### config.mk
export PLATFORM = sky130hd
export DESIGN_NAME = scip_port
export DESIGN_NICKNAME = d
export VERILOG_FILES = /design/src/scip_pkg.sv /design/src/scip_sync.sv /design/src/scip_port.sv
export VERILOG_INCLUDE_DIRS = /design/src
export SDC_FILE = /design/constraint.sdc
export NUM_CORES = 1
export LEC_CHECK = 0
export BUFFER_PORTS_ARGS = -buffer_cell sky130_fd_sc_hd__buf_2
export CORE_MARGIN = 5
export CORE_UTILIZATION = 55
export DETAILED_ROUTE_END_ITERATION = 7
export MAX_ROUTING_LAYER = met4
export PLACE_DENSITY = 0.86
export SYNTH_ARGS = -nofsm -noshare
export SYNTH_HDL_FRONTEND = slang
export SYNTH_SLANG_ARGS = --single-unit
### constraint.sdc
create_clock -name clk_sys_i -period 2.6 [get_ports clk_sys_i]
set_input_delay 0.78 -clock clk_sys_i [delete_from_list [all_inputs] [get_ports clk_sys_i]]
set_output_delay 0.78 -clock clk_sys_i [all_outputs]
set_load 0.05 [all_outputs]
### src/scip_defs.svh
// timing, function codes and buffer constants for the coprocessor two-wire port
`ifndef SCIP_DEFS_SVH
`define SCIP_DEFS_SVH
`define SCIP_CLK_MHZ        200
`define SCIP_WAKE_LOW_US    60
`define SCIP_WAKE_HIGH_US   1500
`define SCIP_WATCHDOG_MS    1300
`define SCIP_FN_RESET       8'h00
`define SCIP_FN_SLEEP       8'h01
`define SCIP_FN_IDLE        8'h02
`define SCIP_FN_CMD         8'h03
`define SCIP_BUF_BYTES      71
`define SCIP_DEF_ADDR       7'h60
`define SCIP_BYTE_BITS      4'd8
`define SCIP_PEND_NONE      2'd0
`define SCIP_PEND_SLEEP     2'd1
`define SCIP_PEND_IDLE      2'd2
`endif

### src/scip_pkg.sv
// types for the coprocessor two-wire port
package scip_pkg;
  typedef enum logic [2:0] {
    SCIP_ASLEEP = 3'b000,
    SCIP_WAKING = 3'b001,
    SCIP_AWAKE  = 3'b010,
    SCIP_IDLE   = 3'b011,
    SCIP_BUSY   = 3'b100
  } scip_pwr_t;
  typedef enum logic [2:0] {
    SCIP_BUS_FREE = 3'b000,
    SCIP_BUS_ADDR = 3'b001,
    SCIP_BUS_FUNC = 3'b010,
    SCIP_BUS_DATA = 3'b011,
    SCIP_BUS_SKIP = 3'b100
  } scip_bus_t;
endpackage

### src/scip_sync.sv
// three-flop synchroniser with glitch-free edge reporting for one pin
module scip_sync (
  // clock and reset
  input  wire logic clk_sys_i,
  input  wire logic srst_i,
  // pin in
  input  wire logic pin_i,
  // synchronised level and edges
  output logic      level_o,
  output logic      rise_o,
  output logic      fall_o
);
  typedef struct packed {
    logic s1;
    logic s2;
    logic s3;
  } scip_sync_st_t;
  scip_sync_st_t st;
  scip_sync_st_t next_st;
  // s1 feeds only s2; edges are seen between s2 and s3
  always_comb begin
    next_st    = st;
    next_st.s1 = pin_i;
    next_st.s2 = st.s1;
    next_st.s3 = st.s2;
  end
  always_ff @(posedge clk_sys_i) begin
    if (srst_i) begin
      st <= '{s1: 1'b1, s2: 1'b1, s3: 1'b1};
    end else begin
      st <= next_st;
    end
  end
  assign level_o = st.s3;
  assign rise_o  = st.s2 & ~st.s3;
  assign fall_o  = ~st.s2 & st.s3;
endmodule // scip_sync

### src/scip_port.sv
// two-wire target port of the security coprocessor: wake, framing, function codes, command fifo
`include "scip_defs.svh"
module scip_port #(
  parameter int unsigned BUF_BYTES    = `SCIP_BUF_BYTES,
  parameter int unsigned WAKE_LOW_US  = `SCIP_WAKE_LOW_US,
  parameter int unsigned WAKE_HIGH_CY = `SCIP_WAKE_HIGH_US * `SCIP_CLK_MHZ,
  parameter int unsigned WATCHDOG_CY  = `SCIP_WATCHDOG_MS * 1000 * `SCIP_CLK_MHZ
) (
  // clock and reset
  input  wire logic       clk_sys_i,
  input  wire logic       srst_i,
  // two-wire pins
  input  wire logic       scl_i,
  input  wire logic       sda_i,
  output logic            sda_o,
  output logic            sda_oe_o,
  // configuration
  input  wire logic [6:0] bus_addr_i,
  // command engine
  input  wire logic       exec_done_i,
  output logic            exec_start_o,
  output logic            wr_valid_o,
  output logic [7:0]      wr_data_o,
  output logic [6:0]      wr_index_o,
  output logic            vol_clear_o,
  output logic            keep_key_o,
  output logic            awake_o,
  output logic            busy_o
);
  // ==========================================================
  // constants
  // one cycle past the wake-low time, so a low of exactly that length is no wake
  localparam int unsigned WAKE_LOW_CY = (WAKE_LOW_US * `SCIP_CLK_MHZ) + 1;
  localparam int unsigned IDXW        = 7;
  // one width for all timers; the default watchdog count needs 28 bits
  localparam int unsigned TW          = 32;
  // elaboration checks; the write index is seven bits, so the buffer stays below 128
  if (BUF_BYTES < 4 || BUF_BYTES > 127) begin : g_bad_buf
    $error("scip_port: buffer size out of range");
  end
  if (WAKE_HIGH_CY < 2 || WATCHDOG_CY < 2) begin : g_bad_tmr
    $error("scip_port: timing counts too small");
  end
  if (WAKE_LOW_US < 1) begin : g_bad_wake
    $error("scip_port: wake-low time must be at least one microsecond");
  end

  // ==========================================================
  // pin synchronisers
  // about three cycles of latency: the host must hold each scl phase well beyond that
  logic scl_lvl;
  logic scl_rise;
  logic scl_fall;
  logic sda_lvl;
  logic sda_rise;
  logic sda_fall;
  scip_sync u_scl (
    .clk_sys_i (clk_sys_i),
    .srst_i    (srst_i),
    .pin_i     (scl_i),
    .level_o   (scl_lvl),
    .rise_o    (scl_rise),
    .fall_o    (scl_fall)
  );
  scip_sync u_sda (
    .clk_sys_i (clk_sys_i),
    .srst_i    (srst_i),
    .pin_i     (sda_i),
    .level_o   (sda_lvl),
    .rise_o    (sda_rise),
    .fall_o    (sda_fall)
  );

  // ==========================================================
  // state
  typedef struct packed {
    scip_pkg::scip_pwr_t pwr;
    scip_pkg::scip_bus_t bus;
    logic [TW-1:0]       tmr;     // wake-low and wake-high timer
    logic [TW-1:0]       wdog;
    logic [3:0]          bitn;
    logic [7:0]          shreg;
    logic                ack_ph;  // inside ninth clock
    logic [IDXW-1:0]     wptr;
    logic [7:0]          count;
    logic                have_cnt;
    logic [1:0]          pend;    // 1 sleep, 2 idle on stop
    logic                sda_o;
    logic                sda_oe;
    logic                exec_start;
    logic                wr_valid;
    logic [7:0]          wr_data;
    logic [IDXW-1:0]     wr_index;
    logic                vol_clear;
    logic                keep_key;
    logic                awake;
    logic                busy;
  } scip_st_t;
  scip_st_t st;
  scip_st_t next_st;

  // decoded bus events; start and stop see scl through the same synchroniser delay
  // byte_done marks the eighth scl fall outside the ninth-clock phase
  logic scl_en;
  logic start_ev;
  logic stop_ev;
  logic byte_done;
  logic [7:0] byte_val;
  assign scl_en    = (st.pwr == scip_pkg::SCIP_AWAKE) || (st.pwr == scip_pkg::SCIP_BUSY);
  assign start_ev  = scl_en && scl_lvl && sda_fall;
  assign stop_ev   = scl_en && scl_lvl && sda_rise;
  assign byte_done = scl_en && scl_fall && !st.ack_ph && (st.bitn == `SCIP_BYTE_BITS);
  assign byte_val  = st.shreg;

  // ==========================================================
  // next-state logic
  always_comb begin
    next_st            = st;
    next_st.exec_start = 1'b0;
    next_st.wr_valid   = 1'b0;
    next_st.vol_clear  = 1'b0;
    unique case (st.pwr)
      scip_pkg::SCIP_ASLEEP, scip_pkg::SCIP_IDLE: begin
        // framing is dropped, so a wake always starts from a free bus
        next_st.bus    = scip_pkg::SCIP_BUS_FREE;
        next_st.sda_oe = 1'b0;
        // only a long sda low counts; scl is not looked at
        if (!sda_lvl) begin
          if (st.tmr >= TW'(WAKE_LOW_CY)) begin
            next_st.pwr  = scip_pkg::SCIP_WAKING;
            next_st.tmr  = '0;
          end else begin
            next_st.tmr  = st.tmr + 1'b1;
          end
        end else begin
          next_st.tmr = '0;
        end
      end
      scip_pkg::SCIP_WAKING: begin
        // bus sensing opens at the end of the wake-high delay
        // sda is not watched here, so a second long low during the delay is harmless
        if (st.tmr >= TW'(WAKE_HIGH_CY - 1)) begin
          next_st.pwr   = scip_pkg::SCIP_AWAKE;
          next_st.tmr   = '0;
          next_st.wdog  = '0;
          next_st.bitn  = '0;
          next_st.ack_ph = 1'b0;
        end else begin
          next_st.tmr = st.tmr + 1'b1;
        end
      end
      scip_pkg::SCIP_AWAKE, scip_pkg::SCIP_BUSY: begin
        // long sda lows while awake are just bits, not wakes
        next_st.wdog = st.wdog + 1'b1;
        // end of execution empties the buffer, so the next write starts with a count
        if (st.pwr == scip_pkg::SCIP_BUSY && exec_done_i) begin
          next_st.pwr      = scip_pkg::SCIP_AWAKE;
          next_st.have_cnt = 1'b0;
          next_st.wptr     = '0;
        end
        // a start restarts framing even mid-byte and drops a pending sleep or idle
        if (start_ev) begin
          next_st.bus    = scip_pkg::SCIP_BUS_ADDR;
          next_st.bitn   = '0;
          next_st.ack_ph = 1'b0;
          next_st.sda_oe = 1'b0;
          next_st.pend   = `SCIP_PEND_NONE;
        end else if (stop_ev) begin
          // the stop closes the transaction; sleep, idle and execution start wait for it
          next_st.bus    = scip_pkg::SCIP_BUS_FREE;
          next_st.sda_oe = 1'b0;
          if (st.pend == `SCIP_PEND_SLEEP) begin
            // sleep drops the key registers as well
            next_st.pwr       = scip_pkg::SCIP_ASLEEP;
            next_st.vol_clear = 1'b1;
            next_st.keep_key  = 1'b0;
            next_st.wptr      = '0;
            next_st.have_cnt  = 1'b0;
            next_st.tmr       = '0;
          end else if (st.pend == `SCIP_PEND_IDLE) begin
            // idle keeps key and seed but flushes the buffer
            next_st.pwr      = scip_pkg::SCIP_IDLE;
            next_st.keep_key = 1'b1;
            next_st.wptr     = '0;
            next_st.have_cnt = 1'b0;
            next_st.tmr      = '0;
          end else if (st.pwr == scip_pkg::SCIP_AWAKE && st.have_cnt &&
                       ({1'b0, st.wptr} >= st.count)) begin
            next_st.pwr        = scip_pkg::SCIP_BUSY;
            next_st.exec_start = 1'b1;
          end
          next_st.pend = `SCIP_PEND_NONE;
        end else if (scl_en && scl_rise && !st.ack_ph &&
                     st.bus != scip_pkg::SCIP_BUS_FREE) begin
          // sample on synchronised scl rise; sda has been settled for half a bit
          next_st.shreg = {st.shreg[6:0], sda_lvl};   // msb first
          next_st.bitn  = st.bitn + 1'b1;
        end else if (byte_done) begin
          // eighth fall: decide the ninth-clock answer while scl is low
          next_st.bitn   = '0;
          next_st.ack_ph = 1'b1;
          next_st.sda_oe = 1'b0;
          next_st.sda_o  = 1'b0;
          unique case (st.bus)
            scip_pkg::SCIP_BUS_ADDR: begin
              if (byte_val[7:1] == bus_addr_i) begin
                if (byte_val[0]) begin
                  // busy reads are not acked; mid-command reads while awake are
                  if (st.pwr == scip_pkg::SCIP_AWAKE) begin
                    next_st.sda_oe = 1'b1;
                  end
                  next_st.bus = scip_pkg::SCIP_BUS_SKIP;
                end else if (st.pwr == scip_pkg::SCIP_AWAKE) begin
                  next_st.sda_oe = 1'b1;
                  next_st.bus    = scip_pkg::SCIP_BUS_FUNC;
                end else begin
                  next_st.bus = scip_pkg::SCIP_BUS_SKIP;
                end
              end else begin
                next_st.bus = scip_pkg::SCIP_BUS_SKIP;
              end
            end
            scip_pkg::SCIP_BUS_FUNC: begin
              // second byte picks the function; only the command code opens a data phase
              next_st.sda_oe = 1'b1;
              next_st.bus    = scip_pkg::SCIP_BUS_SKIP;
              if (byte_val == `SCIP_FN_RESET) begin
                next_st.wptr     = '0;
                next_st.have_cnt = 1'b0;
              end else if (byte_val == `SCIP_FN_SLEEP) begin
                next_st.pend = `SCIP_PEND_SLEEP;
              end else if (byte_val == `SCIP_FN_IDLE) begin
                next_st.pend = `SCIP_PEND_IDLE;
              end else if (byte_val == `SCIP_FN_CMD) begin
                next_st.bus = scip_pkg::SCIP_BUS_DATA;
              end else begin
                next_st.sda_oe = 1'b0;                 // reserved code left unacked
              end
            end
            scip_pkg::SCIP_BUS_DATA: begin
              // count-limited fifo, capped at buffer end
              if ((!st.have_cnt || ({1'b0, st.wptr} < st.count)) &&
                  (32'(st.wptr) < BUF_BYTES)) begin
                next_st.sda_oe   = 1'b1;
                next_st.wr_valid = 1'b1;
                next_st.wr_data  = byte_val;
                next_st.wr_index = st.wptr;
                next_st.wptr     = st.wptr + 1'b1;
                if (!st.have_cnt) begin
                  next_st.have_cnt = 1'b1;
                  next_st.count    = byte_val;
                end
              end
            end
            default: begin
              next_st.sda_oe = 1'b0;
            end
          endcase
        end else if (scl_en && scl_fall && st.ack_ph) begin
          // ninth fall: let go of sda while scl is low again
          next_st.ack_ph = 1'b0;                       // release after ninth clock
          next_st.sda_o  = 1'b0;
          // a selected read sends all ones: the line is simply released
          next_st.sda_oe = 1'b0;
        end
        // watchdog forces sleep and drops volatile data
        // it also counts while busy, so a long execution may end in an immediate sleep
        if (st.pwr == scip_pkg::SCIP_AWAKE && st.wdog >= TW'(WATCHDOG_CY - 1)) begin
          next_st.pwr       = scip_pkg::SCIP_ASLEEP;
          next_st.bus       = scip_pkg::SCIP_BUS_FREE;
          next_st.sda_oe    = 1'b0;
          next_st.vol_clear = 1'b1;
          next_st.keep_key  = 1'b0;
          next_st.wptr      = '0;
          next_st.have_cnt  = 1'b0;
          next_st.tmr       = '0;
          next_st.wr_valid  = 1'b0;
          next_st.exec_start = 1'b0;
        end
      end
      default: begin
        next_st.pwr = scip_pkg::SCIP_ASLEEP;
      end
    endcase
    // level outputs follow the next power state, so they too come from flops
    next_st.awake = (next_st.pwr == scip_pkg::SCIP_AWAKE) || (next_st.pwr == scip_pkg::SCIP_BUSY);
    next_st.busy  = (next_st.pwr == scip_pkg::SCIP_BUSY);
  end

  // ==========================================================
  // state register
  // reset leaves the port asleep with every pulse and the pin enable low
  always_ff @(posedge clk_sys_i) begin
    if (srst_i) begin
      st          <= '0;
      st.pwr      <= scip_pkg::SCIP_ASLEEP;
      st.bus      <= scip_pkg::SCIP_BUS_FREE;
    end else begin
      st <= next_st;
    end
  end

  // ==========================================================
  // outputs straight from state flops
  // sda_o stays low: the pin is open drain and only its enable moves
  assign sda_o        = st.sda_o;
  assign sda_oe_o     = st.sda_oe;
  assign exec_start_o = st.exec_start;
  assign wr_valid_o   = st.wr_valid;
  assign wr_data_o    = st.wr_data;
  assign wr_index_o   = st.wr_index;
  assign vol_clear_o  = st.vol_clear;
  assign keep_key_o   = st.keep_key;
  assign awake_o      = st.awake;
  assign busy_o       = st.busy;
endmodule // scip_port

Word-level counts from Yosys, hierarchy flattened. Cells that the tools add are included.

Output and inout bits: 23. Register bits: 130. Logic and storage cells: 240.

$lt $le $gt $ge: 6. Equal/unequal tests: 33. Add/sub/neg operators: 4. Multiplexer cells: 107. Reduce and logical (&&, ||, !) cells: 49. Bitwise operators: 14.

Operators with widths (number): $mux W32 (7); $mux W16 (13); $pmux W32 S3 (1); $pmux W36 S2 (1); $mux W3 (22); $add A32 B1 Y32 const B (2); $mux W7 (7); $mux W38 (1); $mux W36 (1); $ge A32 B14 Y1 const B (1); $ge A32 B19 Y1 const B (1); $ge A32 B28 Y1 const B (1); $mux W1 (26); $mux W8 (3); $mux W21 (1); $reduce_and A4 Y1 (5); $mux W19 (1); $mux W18 (1); $mux W2 (9); $ne A3 B3 Y1 const B (6); $eq A8 B2 Y1 const B (2); $eq A3 B2 Y1 const B (5); $logic_and A1 B1 Y1 (15); $reduce_bool A3 Y1 (5); 44 further kinds (76).

Longest topological paths before layout.
Depth after elaboration: 19. Mapped depth: 10. Gate-level depth less buffers: 9.

Modules after synthesis. Synthesis repeated with hierarchy kept, for this count alone.

Cells, all modules: 868. Area, all modules: 6897.9 sq um.

Modules (own cells, without submodules): scip_port (times used 1, area an instance 6712.7 sq um, cells an instance 852, sequential area each 2462.4 sq um); scip_sync (times used 2, area an instance 92.6 sq um, cells an instance 8, sequential area each 60.1 sq um).

Worst setup path after synthesis. OpenSTA, ideal clock, no wires.

Kind: register to register. Start point: register st[98] (netlist name). End point: register st, in the netlist awake_o. Setup time: 116 ps. Clock period less this slack: 2462 ps. Required time: 2484 ps. Data arrival time: 2345 ps. Stages on the path, launching flop included: 8. Path slack: 138 ps. Cell sequence: dfxtp_1 -> buf_2 -> or4b_2 -> nor3_1 -> a211oi_1 -> or4b_2 -> o311a_1 -> a31o_2.

Word-level cells in the longest chain between the ends: 6.

Ends and longest elaborated chain: start: declaration (RTL line scip_port.sv:99) `scip_st_t st;`; start signal: assignment (RTL line scip_port.sv:299) `st <= next_st;`; $ge A32 B14 Y1 (RTL line scip_port.sv:129) `if (st.tmr >= TW'(WAKE_LOW_CY)) begin`; $mux W3 (RTL line scip_port.sv:129); $mux W3 (RTL line scip_port.sv:128) `if (!sda_lvl) begin`; $pmux W3 S3 * (RTL line scip_port.sv:122) `unique case (st.pwr)`; $eq A3 B2 Y1 / $eq A3 B3 Y1 (equally long branches) (RTL line scip_port.sv:286) `next_st.awake = (next_st.pwr == scip_pkg::SCIP_AWAKE) || (next_st.pwr == scip_pkg::SCIP_BUSY);`; $logic_or A1 B1 Y1 * (RTL line scip_port.sv:286).

Mark *: on every way between the ends. The rest lies on a longest branch, timed or not. A chain may end at the register's enable or synchronous reset.

Worst setup path in the final report.
Start point: register st[122] (netlist name). End point: register st[39] (netlist name).

Word-level cells in the longest chain between the ends: 17.

Ends and longest elaborated chain: $eq A3 B3 Y1 (RTL line scip_port.sv:109, scip_port.sv:122, scip_port.sv:156); $logic_and A1 B1 Y1 (RTL line scip_port.sv:156) `if (st.pwr == scip_pkg::SCIP_BUSY && exec_done_i) begin`; $mux W7 (RTL line scip_port.sv:156); $mux W7 (RTL line scip_port.sv:122); $mux W16 (RTL line scip_port.sv:242) `if ((!st.have_cnt || ({1'b0, st.wptr} < st.count)) &&`; $mux W16 (RTL line scip_port.sv:204) `unique case (st.bus)`; $mux W16 (4 in a row); $mux W16 (RTL line scip_port.sv:122); $pmux W7 S2 (RTL line scip_port.sv:204); $mux W18 (RTL line scip_port.sv:198) `end else if (byte_done) begin`; $mux W21 (RTL line scip_port.sv:193) `end else if (scl_en && scl_rise && !st.ack_ph &&`; $mux W7 (RTL line scip_port.sv:168) `end else if (stop_ev) begin`; $mux W16 (RTL line scip_port.sv:162) `if (start_ev) begin`; $mux W7 (RTL line scip_port.sv:268) `if (st.pwr == scip_pkg::SCIP_AWAKE && st.wdog >= TW'(WATCHDOG_CY - 1)) begin`.

Parallel ways exist; a longest one is shown, timed or not. The select of a mux whose other input is x is not followed.

==> flow_summary.yaml <==
route:
  detailedRoute.firstIterationViolations: 860
  routed-via-count: 6483
  drt_wl_total_mm: 18.0
  ant_nets: 0
  route.detailed.vias_per_inst: 6.05
  wl_per_cell_microns: 16.8
  first_pass_iters: 7
  route.detailed.drc: 0
place:
  place.gp.congestion: 0.971
  dp_hpwl_mm: 11.8
  port_buffers: 33
  preCtsSetupSlack_ns: -0.0736
flow_run:
  cap_violations: 0
finish:
  num-nets-final: 920
  diodes_inserted: 0
  final_layout_size_suffix_gt1_share_pct: 22.0
  area_delta_synth_final_pct: 22.1
  final_cell_mix: "123 x sky130_fd_sc_hd__dfxtp_1, 107 x sky130_fd_sc_hd__nor2_1, 71 x sky130_fd_sc_hd__buf_4"
  layout.cells.most_common: "sky130_fd_sc_hd__dfxtp_1"
  fillCellCount: 887
synthesis:
  synth_top_family_by_area: "simple AND/OR/NAND/NOR gates"
  synth.yosys.seq_area_share_pct: 38.1
  syn_nets: 846
  synth-xor-area-share_pct: 4.78
  mappedNetlistArea_sq_um: 6790
  postSynthCellCount: 818
  yosys_warnings: 0
  synth-adder-area-share_pct: 2.95
  synth.lib_cells_used.distinct: 72
  synth_area_per_cell_sq_um: 8.30
  synth_compound_area_share_pct: 17.9
  synth-edff-count: 0
  post_synthesis_mux_area_share_pct: 3.24
  ys.flop_type: "sky130_fd_sc_hd__dfxtp_1"
  flip_flop_and_latch_count_after_synthesis: 129
  synth_simple_gate_area_share_pct: 27.3
  asyncSetResetFlopFracSynth_pct: 0
worst_setup_path:
  rrSetupSlack_ns: 0.03
  timing.rr.start: "st[122]"
  crit_path_max_fanout: 10
  worst-endpoint-required_ns: 2.93
  timing.critical_path.from_type: "register"
  critical_path.startpoint: "st[122]"
  worstPathArrival_ns: 2.90
  worst_flop_to_flop_path_endpoint: "st[39]"
  worst-r2r-cell-count: 11
  timing_worst_setup_path_type: "reg2reg"
  critPathCaptureType: "register"
sta:
  max-slew-margin-rel_pct: 45.3
  fin_skew_ns: 0.00871
  setup_viol: 0
  slew_violations: 0
  timing.final.ws_setup_ns: 0.0298
  hold_ws_ns: 0.408
  tightestPinTransition_ns: 0.818
  final_critical_period_ns: 2.57
  min_period_over_period_pct: 98.9
  fmax_ghz: 0.389
  finalHoldViolations: 0
global_route:
  groute.layer.met1.usage_pct: 32.0
  grt_max_degree: 36
  first_global_vias: 5924
  overall_global_routing_usage_pct: 24.4
  initial_antenna_violation_count: 0
  gr_layer_usage_met3_pct: 5.64
  first_pass_grt_wire_length_mm: 28.4
  grt_overflow_total: 0
  met2_usage_pct: 37.1
  most_used_layer_global_route: "met2"
cts:
  cts.htree.levels: 4
  clk_pin_slew_worst_setup_hold_paths_ns: 0.06
  worstSkewPairLatency_ns: 0.42
  clk_root_buffer_cell: "sky130_fd_sc_hd__clkbuf_16"
  clock_buffers_created_by_tritoncts: 17
  tritoncts_num_sinks: 129
  clk_path_buf_depth: 2
  cts_tree: "yes"
pwr:
  vdd.ir_drop.worst_mv: 0.513
  total_leakage_power_nw: 2.84
  powerDensity_nw_per_um2: 544
run_status:
  run_status: "finished clean"
hold_path:
  whs_endpoint: "u_sda.next_st[0]"
  hold_depth: 1
  worst_hold_path_type: "reg2reg"
  hp-start: "u_sda.next_st[1]"
die:
  die_area_sq_um: 14700
  core-area_sq_um: 12100
  initial_utilization_pct: 56.3
  dieHeight_microns: 121
  design.portCount: 35
  rows: 40
  floorplan.die.width_microns: 121
[worst max-delay path by stage]
stage | to
floorplan | awake_o
global placement | st[88]
detailed placement | st[37]
CTS | st[37]
global route | st[39]
finish | st[39]
[state kept, by name (all words and copies together) (netlist names)]
register,count
wr_index_o,7
sda_oe_o,1
byte_val,8
u_scl.level_o,1
u_sda.next_st,2
st,93
awake_o,1
busy_o,1
u_sda.level_o,1
wr_valid_o,1
wr_data_o,8
vol_clear_o,1
exec_start_o,1
keep_key_o,1
u_scl.next_st,2
[timing repair]
item,CTS,global route
setup buffers,0,5
gates cloned,0,1
pin swaps,0,9
gates resized for setup,3,40
hold buffers,0,0
setup endpoints to repair,11,61
[critical path, stage by stage, from the launching register on]
cell and delay, ns:
sky130_fd_sc_hd__dfxtp_1 0.33, sky130_fd_sc_hd__buf_4 0.17, sky130_fd_sc_hd__nor3b_4 0.31, sky130_fd_sc_hd__nor2_2 0.11, sky130_fd_sc_hd__buf_4 0.20, sky130_fd_sc_hd__nor4b_2 0.28, sky130_fd_sc_hd__buf_4 0.17, sky130_fd_sc_hd__o31a_1 0.20
sky130_fd_sc_hd__buf_6 0.16, sky130_fd_sc_hd__nand3b_1 0.14, sky130_fd_sc_hd__o21ai_0 0.12, sky130_fd_sc_hd__a211oi_1 0.27
[metal layers]
metal,wire [microns],vias up
met5,0,-
li1,-,3133
met3,1220,40
met1,7980,3007
met4,367,0
met2,8410,303
[per-stage QoR]
stage,cell area [sq um],total power (W),std cells,setup TNS [ns],util [%]
2_1_floorplan,6790,0.00207,818,0,-
3_3_place_gp,7460,0.00210,1035,0,61.8
3_5_place_dp,7460,0.00210,1035,-0.128,61.8
4_1_cts,8080,0.00453,1066,0,67.0
5_1_grt,8290,0.00463,1072,-0.257,68.7
6_report,8290,0.00451,1072,0,68.7
[layout make-up]
| class | count | area, sq um | area share (%) |
|---|---|---|---|
| Clock buffer | 19 | 453 | 5.47 |
| Multi-Input combinational cell | 606 | 3980 | 48.1 |
| Timing Repair Buffer | 109 | 781 | 9.42 |
| Tap cell | 168 | 210 | 2.54 |
| Inverter | 29 | 109 | 1.31 |
| Clock inverter | 12 | 159 | 1.92 |
| Sequential cell | 129 | 2590 | 31.3 |
[cells in the mapped netlist, types with 17 or more instances]
cell	count	area share, %
sky130_fd_sc_hd__dfxtp_1	129	38
sky130_fd_sc_hd__nand3_1	32	2.4
sky130_fd_sc_hd__xnor2_1	33	4.3
sky130_fd_sc_hd__a21oi_1	64	4.7
sky130_fd_sc_hd__nand2_1	43	2.4
sky130_fd_sc_hd__nor3_1	20	1.5
sky130_fd_sc_hd__nor2_1	108	6.0
sky130_fd_sc_hd__clkbuf_1	27	1.5
sky130_fd_sc_hd__nor4_1	17	1.6
sky130_fd_sc_hd__o21ai_0	33	2.4
sky130_fd_sc_hd__inv_1	29	1.6
sky130_fd_sc_hd__or3_1	21	1.9
sky130_fd_sc_hd__mux2i_1	22	3.2
[kinds of logic after synthesis]
kind of cell | count (synthesis)
other | 1
XOR/XNOR | 37
AND/OR/NAND/NOR | 342
flip-flops | 129
multiplexers | 22
AO/OA/AOI/OAI | 187
adder cells (fa/ha/maj) | 16
buffers and inverters | 84
[where the power goes]
| part | switching (W) | total, W | leakage [nW] | internal [W] |
|---|---|---|---|---|
| clock network | 0.000895 | 0.00245 | 0.295 | 0.00156 |
| logic | 0.0000474 | 0.0000715 | 1.51 | 0.0000241 |
| registers | 0.00000386 | 0.00199 | 1.04 | 0.00198 |
| total | 0.000946 | 0.00451 | 2.84 | 0.00356 |
Note: power is estimated with default switching activity, not from simulation.
